`src/include/mhc_pkg.sv`:
```
// constants, types and register map of the modem host control block
// assumes one 50 MHz clock and an APB master with 32-bit data
// How it works
// - filter pins: 00=H, 01=E, 10=U
// - never drive both filter pins high
// - standby enabled and request low enters standby
// - standby stops radio, serial link, drops connections
// - request released restarts interfaces without host help
// - hard restore low returns all power-on state except the pin synchroniser
// - serial link runs at 115,200 baud
// - after reset trace and standby both disabled
// - serial command enables trace or standby, never both
// - power mode follows radio activity automatically
package mhc_pkg;

	localparam int CLK_HZ = 50_000_000;
	localparam int BAUD = 115_200;
	localparam int BAUD_DIV = CLK_HZ / BAUD;
	localparam int BAUD_DIV_MIN = 16;

	localparam int AW = 8;
	localparam logic [AW-1:0] OFF_CTRL = 8'h00;
	localparam logic [AW-1:0] OFF_PINFN = 8'h04;
	localparam logic [AW-1:0] OFF_STATUS = 8'h08;
	localparam logic [AW-1:0] OFF_TXDATA = 8'h0C;
	localparam logic [AW-1:0] OFF_RXDATA = 8'h10;

	localparam int ST_STATE_LSB = 0;
	localparam int ST_PWR_LSB = 2;
	localparam int ST_PIN_BIT = 5;
	localparam int ST_RXV_BIT = 6;
	localparam int ST_TXB_BIT = 7;

	localparam logic [1:0] FSEL_H = 2'h0;
	localparam logic [1:0] FSEL_E = 2'h1;
	localparam logic [1:0] FSEL_U = 2'h2;
	localparam logic [1:0] FSEL_BAD = 2'h3;
	localparam logic [1:0] FSEL_RST = FSEL_H;

	// arbitrary command byte values
	localparam logic [7:0] CMD_PIN_OFF = 8'hA0;
	localparam logic [7:0] CMD_PIN_TRACE = 8'hA1;
	localparam logic [7:0] CMD_PIN_STANDBY = 8'hA2;

	typedef enum logic [1:0] {
		PIN_OFF = 2'h0,
		PIN_TRACE = 2'h1,
		PIN_STANDBY = 2'h2
	} mhc_pinfn_t;
	localparam mhc_pinfn_t PINFN_RST = PIN_OFF;

	typedef enum logic [1:0] {
		ST_ACTIVE = 2'h0,
		ST_ENTER = 2'h1,
		ST_STANDBY = 2'h3,
		ST_WAKE = 2'h2
	} mhc_state_t;

	typedef enum logic [2:0] {
		PWR_STANDBY = 3'h0,
		PWR_IDLE = 3'h1,
		PWR_LISTEN = 3'h2,
		PWR_RX = 3'h3,
		PWR_TX = 3'h4
	} mhc_pwr_t;

	typedef struct packed {
		logic listen;
		logic rx;
		logic tx;
	} mhc_radio_t;

	typedef struct packed {
		logic valid;
		logic [7:0] data;
	} mhc_byte_t;

endpackage

```
`src/hw/mhc_top.sv`:
```
// host-facing control of the serial radio modem: APB registers, standby
// sequencing, shared trace/standby pin, filter-bank select and power mode
// assumes radio status comes from logic on clk_i; host pins are asynchronous
//
// Register access over APB and the register addresses are this design's own decisions.
`timescale 1ns/1ns
module mhc_top
	import mhc_pkg::*;
#(
	parameter int BAUD_DIV_P = BAUD_DIV
)(
	// clock and reset
	input wire logic clk_i,
	input wire logic rst_i,
	// apb slave
	input wire logic psel_i,
	input wire logic penable_i,
	input wire logic pwrite_i,
	input wire logic [AW-1:0] paddr_i,
	input wire logic [31:0] pwdata_i,
	output logic [31:0] prdata_o,
	output logic pready_o,
	output logic pslverr_o,
	// host pins
	input wire logic hard_restore_n_i,
	input wire logic host_rx_i,
	output logic host_tx_o,
	input wire logic shared_pin_i,
	output logic shared_pin_o,
	output logic shared_pin_oe_n_o,
	output logic trace_serial_out_o,
	// filter bank
	output logic filter_select_hi_o,
	output logic filter_select_lo_o,
	// radio
	input wire mhc_radio_t radio_i,
	output logic radio_enable_o,
	output logic link_drop_o,
	output mhc_pwr_t power_mode_o
);

	if (BAUD_DIV_P < BAUD_DIV_MIN)
	begin
		$error("baud divider too small for the serial port");
	end

	function automatic logic apb_hit(input logic [AW-1:0] a);
		apb_hit = (a == OFF_CTRL) || (a == OFF_PINFN) || (a == OFF_STATUS)
			|| (a == OFF_TXDATA) || (a == OFF_RXDATA);
	endfunction

	function automatic mhc_pwr_t radio_pwr(input mhc_radio_t r);
		if (r.tx)
			radio_pwr = PWR_TX;
		else if (r.rx)
			radio_pwr = PWR_RX;
		else if (r.listen)
			radio_pwr = PWR_LISTEN;
		else
			radio_pwr = PWR_IDLE;
	endfunction

	// pin synchronisers
	logic restore_n_s, rx_s, pin_s;
	logic sys_rst;

	mhc_sync #(
		.W(3),
		.RST_VAL(3'h7)
	) u_sync (
		.clk_i(clk_i),
		.rst_i(rst_i),
		.d_i({hard_restore_n_i, host_rx_i, shared_pin_i}),
		.q_o({restore_n_s, rx_s, pin_s})
	);

	// the restore pin resets everything except its own synchroniser
	assign sys_rst = rst_i | ~restore_n_s;

	// serial port
	mhc_byte_t tx_req, rx_byte;
	logic tx_busy;
	logic uart_en_q, uart_en_d;

	mhc_uart #(
		.DIV(BAUD_DIV_P)
	) u_uart (
		.clk_i(clk_i),
		.rst_i(sys_rst),
		// the port stops on the same edge as the radio, so no bit leaks into standby
		.en_i(uart_en_d),
		.rx_i(rx_s),
		.tx_o(host_tx_o),
		.tx_req_i(tx_req),
		.tx_busy_o(tx_busy),
		.rx_byte_o(rx_byte)
	);

	// registers and apb
	logic [1:0] fsel_q, fsel_d;
	mhc_pinfn_t pinfn_q, pinfn_d;
	logic [7:0] rxdata_q, rxdata_d;
	logic rxv_q, rxv_d;
	logic [31:0] prdata_q, prdata_d;
	logic pready_q, pready_d;
	logic pslverr_q, pslverr_d;
	logic access, done, wr, rd_rx;
	mhc_state_t st_q, st_d;
	mhc_pwr_t pwr_q, pwr_d;
	logic [31:0] status;

	assign access = psel_i & penable_i;
	assign done = access & pready_q;
	assign wr = done & pwrite_i;
	assign rd_rx = done & ~pwrite_i & (paddr_i == OFF_RXDATA);

	always_comb
	begin
		status = '0;
		status[ST_STATE_LSB +: 2] = st_q;
		status[ST_PWR_LSB +: 3] = pwr_q;
		status[ST_PIN_BIT] = pin_s;
		status[ST_RXV_BIT] = rxv_q;
		status[ST_TXB_BIT] = tx_busy;
	end

	always_comb
	begin
		fsel_d = fsel_q;
		pinfn_d = pinfn_q;
		rxdata_d = rxdata_q;
		prdata_d = prdata_q;
		pslverr_d = 1'b0;
		// one wait state so read data leaves a flop
		pready_d = access & ~pready_q;
		tx_req = '{valid: 1'b0, data: pwdata_i[7:0]};
		if (access && !pready_q)
		begin
			pslverr_d = !apb_hit(paddr_i);
			case (paddr_i)
				OFF_CTRL: prdata_d = {30'h0, fsel_q};
				OFF_PINFN: prdata_d = {30'h0, pinfn_q};
				OFF_STATUS: prdata_d = status;
				OFF_RXDATA: prdata_d = {24'h0, rxdata_q};
				default: prdata_d = 32'h0;
			endcase
		end
		if (wr)
		begin
			case (paddr_i)
				OFF_CTRL:
				begin
					// the undefined code is refused, the old filter stays
					if (pwdata_i[1:0] != FSEL_BAD)
						fsel_d = pwdata_i[1:0];
				end
				OFF_PINFN:
				begin
					if (pwdata_i[1:0] != 2'h3)
						pinfn_d = mhc_pinfn_t'(pwdata_i[1:0]);
				end
				OFF_TXDATA: tx_req.valid = !tx_busy && uart_en_q;
				default: ;
			endcase
		end
		// host commands arrive on the serial link; they win over an apb write
		if (rx_byte.valid)
		begin
			case (rx_byte.data)
				CMD_PIN_OFF: pinfn_d = PIN_OFF;
				CMD_PIN_TRACE: pinfn_d = PIN_TRACE;
				CMD_PIN_STANDBY: pinfn_d = PIN_STANDBY;
				default: rxdata_d = rx_byte.data;
			endcase
		end
		// a new byte wins over the read that clears the flag
		rxv_d = (rx_byte.valid && rx_byte.data != CMD_PIN_OFF
			&& rx_byte.data != CMD_PIN_TRACE && rx_byte.data != CMD_PIN_STANDBY)
			|| (rxv_q && !rd_rx);
	end

	always_ff @(posedge clk_i)
	begin
		if (sys_rst)
		begin
			fsel_q <= FSEL_RST;
			pinfn_q <= PINFN_RST;
			rxdata_q <= 8'h00;
			rxv_q <= 1'b0;
			prdata_q <= 32'h0;
			pready_q <= 1'b0;
			pslverr_q <= 1'b0;
		end
		else
		begin
			fsel_q <= fsel_d;
			pinfn_q <= pinfn_d;
			rxdata_q <= rxdata_d;
			rxv_q <= rxv_d;
			prdata_q <= prdata_d;
			pready_q <= pready_d;
			pslverr_q <= pslverr_d;
		end
	end

	// standby sequencing
	logic radio_en_q, radio_en_d;
	logic drop_q, drop_d;

	always_comb
	begin
		st_d = st_q;
		drop_d = 1'b0;
		case (st_q)
			ST_ACTIVE:
			begin
				// the pin level only counts once standby is the chosen function
				if (pinfn_q == PIN_STANDBY && !pin_s)
					st_d = ST_ENTER;
			end
			ST_ENTER:
			begin
				st_d = ST_STANDBY;
				drop_d = 1'b1;
			end
			ST_STANDBY:
			begin
				if (pin_s || pinfn_q != PIN_STANDBY)
					st_d = ST_WAKE;
			end
			ST_WAKE: st_d = ST_ACTIVE;
			default: st_d = ST_ACTIVE;
		endcase
		// radio and serial port run only in the active state
		radio_en_d = (st_d == ST_ACTIVE);
		uart_en_d = (st_d == ST_ACTIVE);
		pwr_d = (st_q == ST_ACTIVE) ? radio_pwr(radio_i) : PWR_STANDBY;
	end

	always_ff @(posedge clk_i)
	begin
		if (sys_rst)
		begin
			st_q <= ST_ACTIVE;
			drop_q <= 1'b0;
			radio_en_q <= 1'b1;
			uart_en_q <= 1'b1;
			pwr_q <= PWR_IDLE;
		end
		else
		begin
			st_q <= st_d;
			drop_q <= drop_d;
			radio_en_q <= radio_en_d;
			uart_en_q <= uart_en_d;
			pwr_q <= pwr_d;
		end
	end

	// shared pin and packet trace
	logic busy_q, busy_d;
	logic pin_o_q, pin_o_d, pin_oe_n_q, pin_oe_n_d;
	logic tser_q, tser_d;
	logic trace_on;

	assign trace_on = (pinfn_q == PIN_TRACE);

	always_comb
	begin
		busy_d = radio_i.rx | radio_i.tx;
		// a one-cycle sync marks the start of each radio frame
		pin_o_d = trace_on & busy_d & ~busy_q;
		// the pin is an input unless trace owns it
		pin_oe_n_d = !trace_on;
		tser_d = trace_on & busy_d;
	end

	always_ff @(posedge clk_i)
	begin
		if (sys_rst)
		begin
			busy_q <= 1'b0;
			pin_o_q <= 1'b0;
			pin_oe_n_q <= 1'b1;
			tser_q <= 1'b0;
		end
		else
		begin
			busy_q <= busy_d;
			pin_o_q <= pin_o_d;
			pin_oe_n_q <= pin_oe_n_d;
			tser_q <= tser_d;
		end
	end

	assign prdata_o = prdata_q;
	assign pready_o = pready_q;
	assign pslverr_o = pslverr_q;
	assign shared_pin_o = pin_o_q;
	assign shared_pin_oe_n_o = pin_oe_n_q;
	assign trace_serial_out_o = tser_q;
	assign filter_select_hi_o = fsel_q[1];
	assign filter_select_lo_o = fsel_q[0];
	assign radio_enable_o = radio_en_q;
	assign link_drop_o = drop_q;
	assign power_mode_o = pwr_q;

endmodule

```
`src/hw/mhc_sync.sv`:
```
// three-stage synchroniser for pins from outside the clock domain
// assumes inputs are asynchronous levels; output follows once stages 2 and 3 agree
`timescale 1ns/1ns
module mhc_sync #(
	parameter int W = 1,
	parameter logic [W-1:0] RST_VAL = '0
)(
	// clock and reset
	input wire logic clk_i,
	input wire logic rst_i,
	// levels
	input wire logic [W-1:0] d_i,
	output logic [W-1:0] q_o
);

	logic [W-1:0] s1_q, s2_q, s3_q, q_q;
	logic [W-1:0] q_d;

	always_comb
	begin
		// a bit only moves when the last two stages agree
		q_d = (~(s2_q ^ s3_q) & s3_q) | ((s2_q ^ s3_q) & q_q);
	end

	always_ff @(posedge clk_i)
	begin
		if (rst_i)
		begin
			s1_q <= RST_VAL;
			s2_q <= RST_VAL;
			s3_q <= RST_VAL;
			q_q <= RST_VAL;
		end
		else
		begin
			s1_q <= d_i;
			s2_q <= s1_q;
			s3_q <= s2_q;
			q_q <= q_d;
		end
	end

	assign q_o = q_q;

endmodule

```
`src/hw/mhc_uart.sv`:
```
// 8N1 serial port for the host link
// assumes rx_i is already synchronised; en_i low holds both halves idle
`timescale 1ns/1ns
module mhc_uart
	import mhc_pkg::*;
#(
	parameter int DIV = BAUD_DIV
)(
	// clock and reset
	input wire logic clk_i,
	input wire logic rst_i,
	input wire logic en_i,
	// line
	input wire logic rx_i,
	output logic tx_o,
	// byte streams
	input wire mhc_byte_t tx_req_i,
	output logic tx_busy_o,
	output mhc_byte_t rx_byte_o
);

	localparam int CW = $clog2(DIV + 1);
	localparam logic [CW-1:0] CNT_END = CW'(DIV - 1);
	localparam logic [CW-1:0] CNT_HALF = CW'(DIV / 2);

	logic [CW-1:0] tcnt_q, tcnt_d, rcnt_q, rcnt_d;
	logic [3:0] tbit_q, tbit_d, rbit_q, rbit_d;
	logic [9:0] tsh_q, tsh_d;
	logic [7:0] rsh_q, rsh_d;
	logic tbusy_q, tbusy_d, txo_q, txo_d, rbusy_q, rbusy_d;
	mhc_byte_t rxo_q, rxo_d;

	always_comb
	begin
		tcnt_d = tcnt_q;
		tbit_d = tbit_q;
		tsh_d = tsh_q;
		tbusy_d = tbusy_q;
		if (!en_i)
		begin
			tbusy_d = 1'b0;
			tcnt_d = '0;
		end
		else if (!tbusy_q)
		begin
			if (tx_req_i.valid)
			begin
				tsh_d = {1'b1, tx_req_i.data, 1'b0};
				tbusy_d = 1'b1;
				tcnt_d = '0;
				tbit_d = 4'h0;
			end
		end
		else if (tcnt_q == CNT_END)
		begin
			tcnt_d = '0;
			tsh_d = {1'b1, tsh_q[9:1]};
			if (tbit_q == 4'h9)
				tbusy_d = 1'b0;
			else
				tbit_d = tbit_q + 4'h1;
		end
		else
			tcnt_d = tcnt_q + 1'b1;
		txo_d = tbusy_d ? tsh_d[0] : 1'b1;

		rcnt_d = rcnt_q;
		rbit_d = rbit_q;
		rsh_d = rsh_q;
		rbusy_d = rbusy_q;
		rxo_d = '{valid: 1'b0, data: rxo_q.data};
		if (!en_i)
			rbusy_d = 1'b0;
		else if (!rbusy_q)
		begin
			// start sampling half a bit after the falling edge
			if (!rx_i)
			begin
				rbusy_d = 1'b1;
				rcnt_d = CNT_HALF;
				rbit_d = 4'h0;
			end
		end
		else if (rcnt_q == CNT_END)
		begin
			rcnt_d = '0;
			rbit_d = rbit_q + 4'h1;
			if (rbit_q == 4'h0)
				rbusy_d = !rx_i;
			else if (rbit_q == 4'h9)
			begin
				rbusy_d = 1'b0;
				// a bad stop bit drops the byte
				rxo_d = '{valid: rx_i, data: rsh_q};
			end
			else
				rsh_d = {rx_i, rsh_q[7:1]};
		end
		else
			rcnt_d = rcnt_q + 1'b1;
	end

	always_ff @(posedge clk_i)
	begin
		if (rst_i)
		begin
			tcnt_q <= '0;
			tbit_q <= 4'h0;
			tsh_q <= 10'h3FF;
			tbusy_q <= 1'b0;
			txo_q <= 1'b1;
			rcnt_q <= '0;
			rbit_q <= 4'h0;
			rsh_q <= 8'h00;
			rbusy_q <= 1'b0;
			rxo_q <= '0;
		end
		else
		begin
			tcnt_q <= tcnt_d;
			tbit_q <= tbit_d;
			tsh_q <= tsh_d;
			tbusy_q <= tbusy_d;
			txo_q <= txo_d;
			rcnt_q <= rcnt_d;
			rbit_q <= rbit_d;
			rsh_q <= rsh_d;
			rbusy_q <= rbusy_d;
			rxo_q <= rxo_d;
		end
	end

	assign tx_o = txo_q;
	assign tx_busy_o = tbusy_q;
	assign rx_byte_o = rxo_q;

endmodule

```
`config.mk`:
```
export PLATFORM = sky130hd
export DESIGN_NAME = mhc_top
export DESIGN_NICKNAME = d
export VERILOG_FILES = /design/src/include/mhc_pkg.sv /design/src/hw/mhc_top.sv /design/src/hw/mhc_sync.sv /design/src/hw/mhc_uart.sv
export SDC_FILE = /design/constraint.sdc
export NUM_CORES = 1
export LEC_CHECK = 0
export ABC_AREA = 1
export BUFFER_PORTS_ARGS = -buffer_cell sky130_fd_sc_hd__buf_2
export CAP_MARGIN = 15
export CORE_UTILIZATION = 55
export CTS_BUF_LIST = sky130_fd_sc_hd__clkbuf_8
export CTS_CLUSTER_SIZE = 10
export DETAILED_ROUTE_END_ITERATION = 16
export GPL_TIMING_DRIVEN = 0
export HOLD_SLACK_MARGIN = 0.1
export PLACE_DENSITY = 0.91
export SYNTH_ARGS = -nofsm -noshare
export SYNTH_HDL_FRONTEND = slang
export SYNTH_SLANG_ARGS = --single-unit
```
`constraint.sdc`:
```
create_clock -name clk_i -period 2.4 [get_ports clk_i]
set_clock_uncertainty 0.2 [all_clocks]
set_input_delay 0.48 -clock clk_i [delete_from_list [all_inputs] [get_ports clk_i]]
set_output_delay 0.48 -clock clk_i [all_outputs]
set_load 0.005 [all_outputs]
```
Yosys cells after proc, flatten, opt, wreduce, memory -nomap -nowiden
Cells that the tools add are included.
W data, S select, Z words.
- bits in registers: 126
- bits of input ports: 51
- output and inout port bits: 45
- word-level logic and storage cells: 173
- $add $sub $neg: 4
- equal/unequal tests: 25
- multiplexer cells: 43
- bitwise logic cells: 28
- reduce and logical (&&, ||, !) cells: 40
- operator list (cell ; count):
    $mux W9 ; 6
    $pmux W8 S4 ; 1
    $mux W10 ; 3
    $mux W4 ; 7
    $eq A8 B8 Y1 const B ; 3
    $ne A8 B8 Y1 const B ; 3
    $add A9 B1 Y9 const B ; 2
    $eq A9 B9 Y1 const B ; 2
    $eq A8 B4 Y1 const B ; 2
    $mux W2 ; 8
    $mux W1 ; 15
    $not A1 Y1 ; 13
    $ne A2 B2 Y1 const B ; 5
    $reduce_and A5 Y1 ; 2
    $reduce_and A3 Y1 ; 3
    $add A4 B1 Y4 const B ; 2
    $and A1 B1 Y1 ; 8
    $eq A4 B4 Y1 const B ; 2
    $eq A8 B3 Y1 const B ; 1
    $eq A8 B5 Y1 const B ; 1
    $logic_not A8 Y1 ; 1
    $pmux W2 S4 ; 1
    $reduce_or A2 Y1 ; 4
    $logic_and A1 B1 Y1 ; 7
    other kinds (19) ; 38

Longest topological paths before layout
- depth after elaboration: 9
- gate-level depth with buffers: 11
- depth with buffers taken out: 10

Cells and area by module
Synthesis repeated with hierarchy kept, for this count alone.
- cell total of the unflattened synthesis: 689
- area, all modules: 5048.6 µm²
- modules (own cells, without submodules) (module ; instances ; cells each ; area an instance (µm²) ; seq. area each (µm²)):
    mhc_uart ; 1 ; 401 ; 2867.8 ; 1121.1
    mhc_top ; 1 ; 242 ; 1783.0 ; 680.7
    mhc_sync ; 1 ; 46 ; 397.9 ; 240.2

Worst setup path before layout
Ideal clock, no wire load.
- kind: input port to flip-flop
- from: input port paddr_i[7]
- to: register u_uart.tsh_q[2]
- library setup time: 0.115 ns
- arrival time: 1.432 ns
- required time: 2.085 ns
- setup slack: 0.654 ns
- stages on the path: 10
- path buffers: 2
- cell sequence: nor2_2 > nand2_1 > nor2_2 > nand2_2 > buf_6 > nand2_4 > nand2_2 > buf_6 > a21oi_1 > nand2_1
- word-level cells in the longest chain between the ends: 5
- ends and longest elaborated chain (what ; RTL line ; text):
    start: declaration ; mhc_top.sv:19 ; input wire logic [AW-1:0] paddr_i,
    $eq A8 B4 Y1 ; mhc_top.sv:150 ; case (paddr_i)
    $mux W1 ; mhc_top.sv:150 ;
    $mux W1 ; mhc_top.sv:148 ; if (wr)
    $reduce_bool A2 Y1 (no line) ; n/a ;
    $reduce_and A3 Y1 (no line) ; n/a ;
    end signal: assignment ; mhc_uart.sv:122 ; tsh_q <= tsh_d;
    end: declaration ; mhc_uart.sv:28 ; logic [9:0] tsh_q, tsh_d;
Every way passes these cells.
A chain may end at the register's enable or synchronous reset.

==> flow_summary.ini <==
[synth]
synth.distinct_cells = 40
synth_async_sr_flop_share = 0
yosys_warnings = 0
ys_seq_area_frac = 0.420
synth_area_sq_um = 4860
post_synth.cell_area_avg_sq_um = 7.20
synth-seq-cells = 102
yosys.area.top_type_share = 0.420
synth_top_area_cell = dfxtp_1
synth.area.top_cells = dfxtp_1 42%, nand2_1 11%, inv_1 6.7%, nor2_1 5.9%, a21oi_1 4.9%
synthFlopType = dfxtp_1
synth_cells = 675
netlist_top_cells_count = 137 x nand2_1, 102 x dfxtp_1, 87 x inv_1, 77 x nor2_1, 48 x a21oi_1
synth-edff-count = 0
synth.most_common_cell = nand2_1

[place]
port_buffers = 47
gp_congestion = 0.930
dp.cells = 850
hpwl_um = 7820

[run]
cap_violations = 0

[global_route]
antenna_found_initial = 0
overflow = 0
grt_pass1_vias = 4124
track_usage = 0.251
grt_pass1_wl_um = 17900
grt_max_degree = 19

[cts]
clkLatencyLatePin_ps = 390
cts_tree = done
post_cts.repair.setup_buffers = 0
hold_buffers = 3
clk_pin_slew_ps = 110
cts_sinks = 102
clk_path_buf_depth = 2
cts_max_level = 3
cts_resized = 0
cts-root-buf = clkbuf_8
cts_made_buffers = 9

[drt]
drtIter0Drc = 269
via_per_inst = 5.28
wl_per_cell_um = 12.7
antenna_left = 0
postRouteWirelength_um = 11000
drtPass1Iterations = 6
vias = 4586
drc = 0

[setup_path]
critPathRequiredTime_ps = 2520
slowest_stage = clkbuf_1
path_max_fanout = 10
slowest_delay_ps = 430
path_cells = nand2_1 > clkinv_1 > clkbuf_1 > o21ai_0 > a21oi_1
cp.arrival_ps = 2110
startpoint_type = register
crit_path_end_kind = register
crit_type = reg2reg

[layout]
syn2layout_area_growth_pct = 14.3
fin_nets = 819
diodes = 0
drive_gt1_frac = 0.175
instances_no_fill = 869

[die]
core_sq_um = 8380
die_area_sq_um = 9210
initial_core_util = 0.580
fp.dieW_um = 96.0
ios = 96
chipHeight_um = 96.0
core.rowCount = 33

[power]
power.density_nw_per_um2 = 547
power_leakage_uw = 0.00257
peakVddDrop_mv = 0.301

[timing]
hold_violations = 0
grt_setup_unrepaired = false
drv_slew = 0
max_freq_mhz = 502
maxSlewHeadroom = 0.577
finalCriticalPeriod_ps = 1990
setup_viol = 0
worst-slew-pin-transition_ps = 635
period_share = 0.830
setup_tns_ps = 0

[worst_hold_path]
hold_class = in2reg
worstHoldStart = radio_i[2]

[status]
outcome = complete, no violations
==> metrics by stage <==
stage          area (sq um)  total power, uW  utilization  hold WS (ps)  setup slack, ps
2_1_floorplan          4940             1840            -           176              654
3_3_place_gp           5310             1890        0.634           181              196
3_5_place_dp           5310             1900        0.634           190              176
4_1_cts                5550             3030        0.663           127              445
5_1_grt                5550             3130        0.663           133              265
6_report               5550             3040        0.663           133              408
==> routing by layer <==
layer  up-vias  track usage  wire length, um  share of wire
met5         -            0                0              0
met2       179        0.435             5440           0.49
met3        38       0.0577              737          0.067
met1      2086        0.286             4530           0.41
met4         0        0.132              323          0.029
li1       2283            -                -              -
==> layout by cell type (no fill, tap or decap), types with 3 or more instances in the layout <==
cell	n
a211oi_1	3
a21oi_1	48
buf_2	51
buf_4	24
buf_6	4
clkbuf_1	6
clkbuf_8	10
conb_1	24
dfxtp_1	102
dlygate4sd3_1	3
ha_1	9
inv_1	87
nand2_1	137
nand2_2	7
nand3_1	47
nand4_1	7
nor2_1	77
nor2_2	7
nor3_1	18
nor3_2	3
o21ai_0	33
o22ai_1	11
or2_2	9
xor2_1	6
==> cell families (layout without fill, tap and decap cells) <==
kind of cell / Yosys count / after routing / synth area share
AND/OR/NAND/NOR: 326 / 326 / 0.306
other: 1 / 24 / 0.000772
XOR/XNOR: 6 / 6 / 0.0108
AO/OA/AOI/OAI: 100 / 100 / 0.112
flip-flops: 102 / 102 / 0.420
adder cells (fa/ha/maj): 9 / 9 / 0.0232
buffers and inverters: 131 / 197 / 0.127
==> power by group <==
group          total, uW  internal [uW]  switching (uW)
clock               1170            527             641
sequential          1710           1700            6.76
combinational        157           65.8            90.9
total               3040           2300             738
==> path summary, 6_finish.rpt <==
check                    end  slack [ps]  cells after the start
max              rxdata_q[4]         410                      5
min          power_mode_o[1]         130                      3
max reg2reg      rxdata_q[4]         410                      5
min reg2reg     shared_pin_o         200                      1
==> area by class of cell <==
cell class	instances	area, sq um
fillers	671	2830
multi-input cells	465	2280
flip-flops and latches	102	2040
inverters	92	348
plain buffers	39	272
repair buffers	50	265
clock buffers	10	138
well taps	105	131
clock inverters	6	75.1
==> flip-flops by register name, summed over array words and instances (netlist names), 2 cells and up, named ones only <==
name              count
u_uart.tsh_q         10
u_uart.rcnt_q         9
u_uart.rx_byte_o      9
u_uart.tcnt_q         9
prdata_o              8
rxdata_q              8
u_uart.rsh_q          8
u_uart.rbit_q         4
u_uart.tbit_q         4
power_mode_o          3
u_sync.s1_q           3
u_sync.s2_q           3
u_sync.s3_q           3
fsel_q                2
pinfn_q               2
st_q                  2
==> worst max-delay path, delay by kind of cell, from the launching register on <==
family                 cells  cell delay [ps]
AND/OR/NAND/NOR            1              270
buffers and inverters      2              730
flip-flops                 1              370
AO/OA/AOI/OAI              2              360
(Power assumes the default switching activity.)
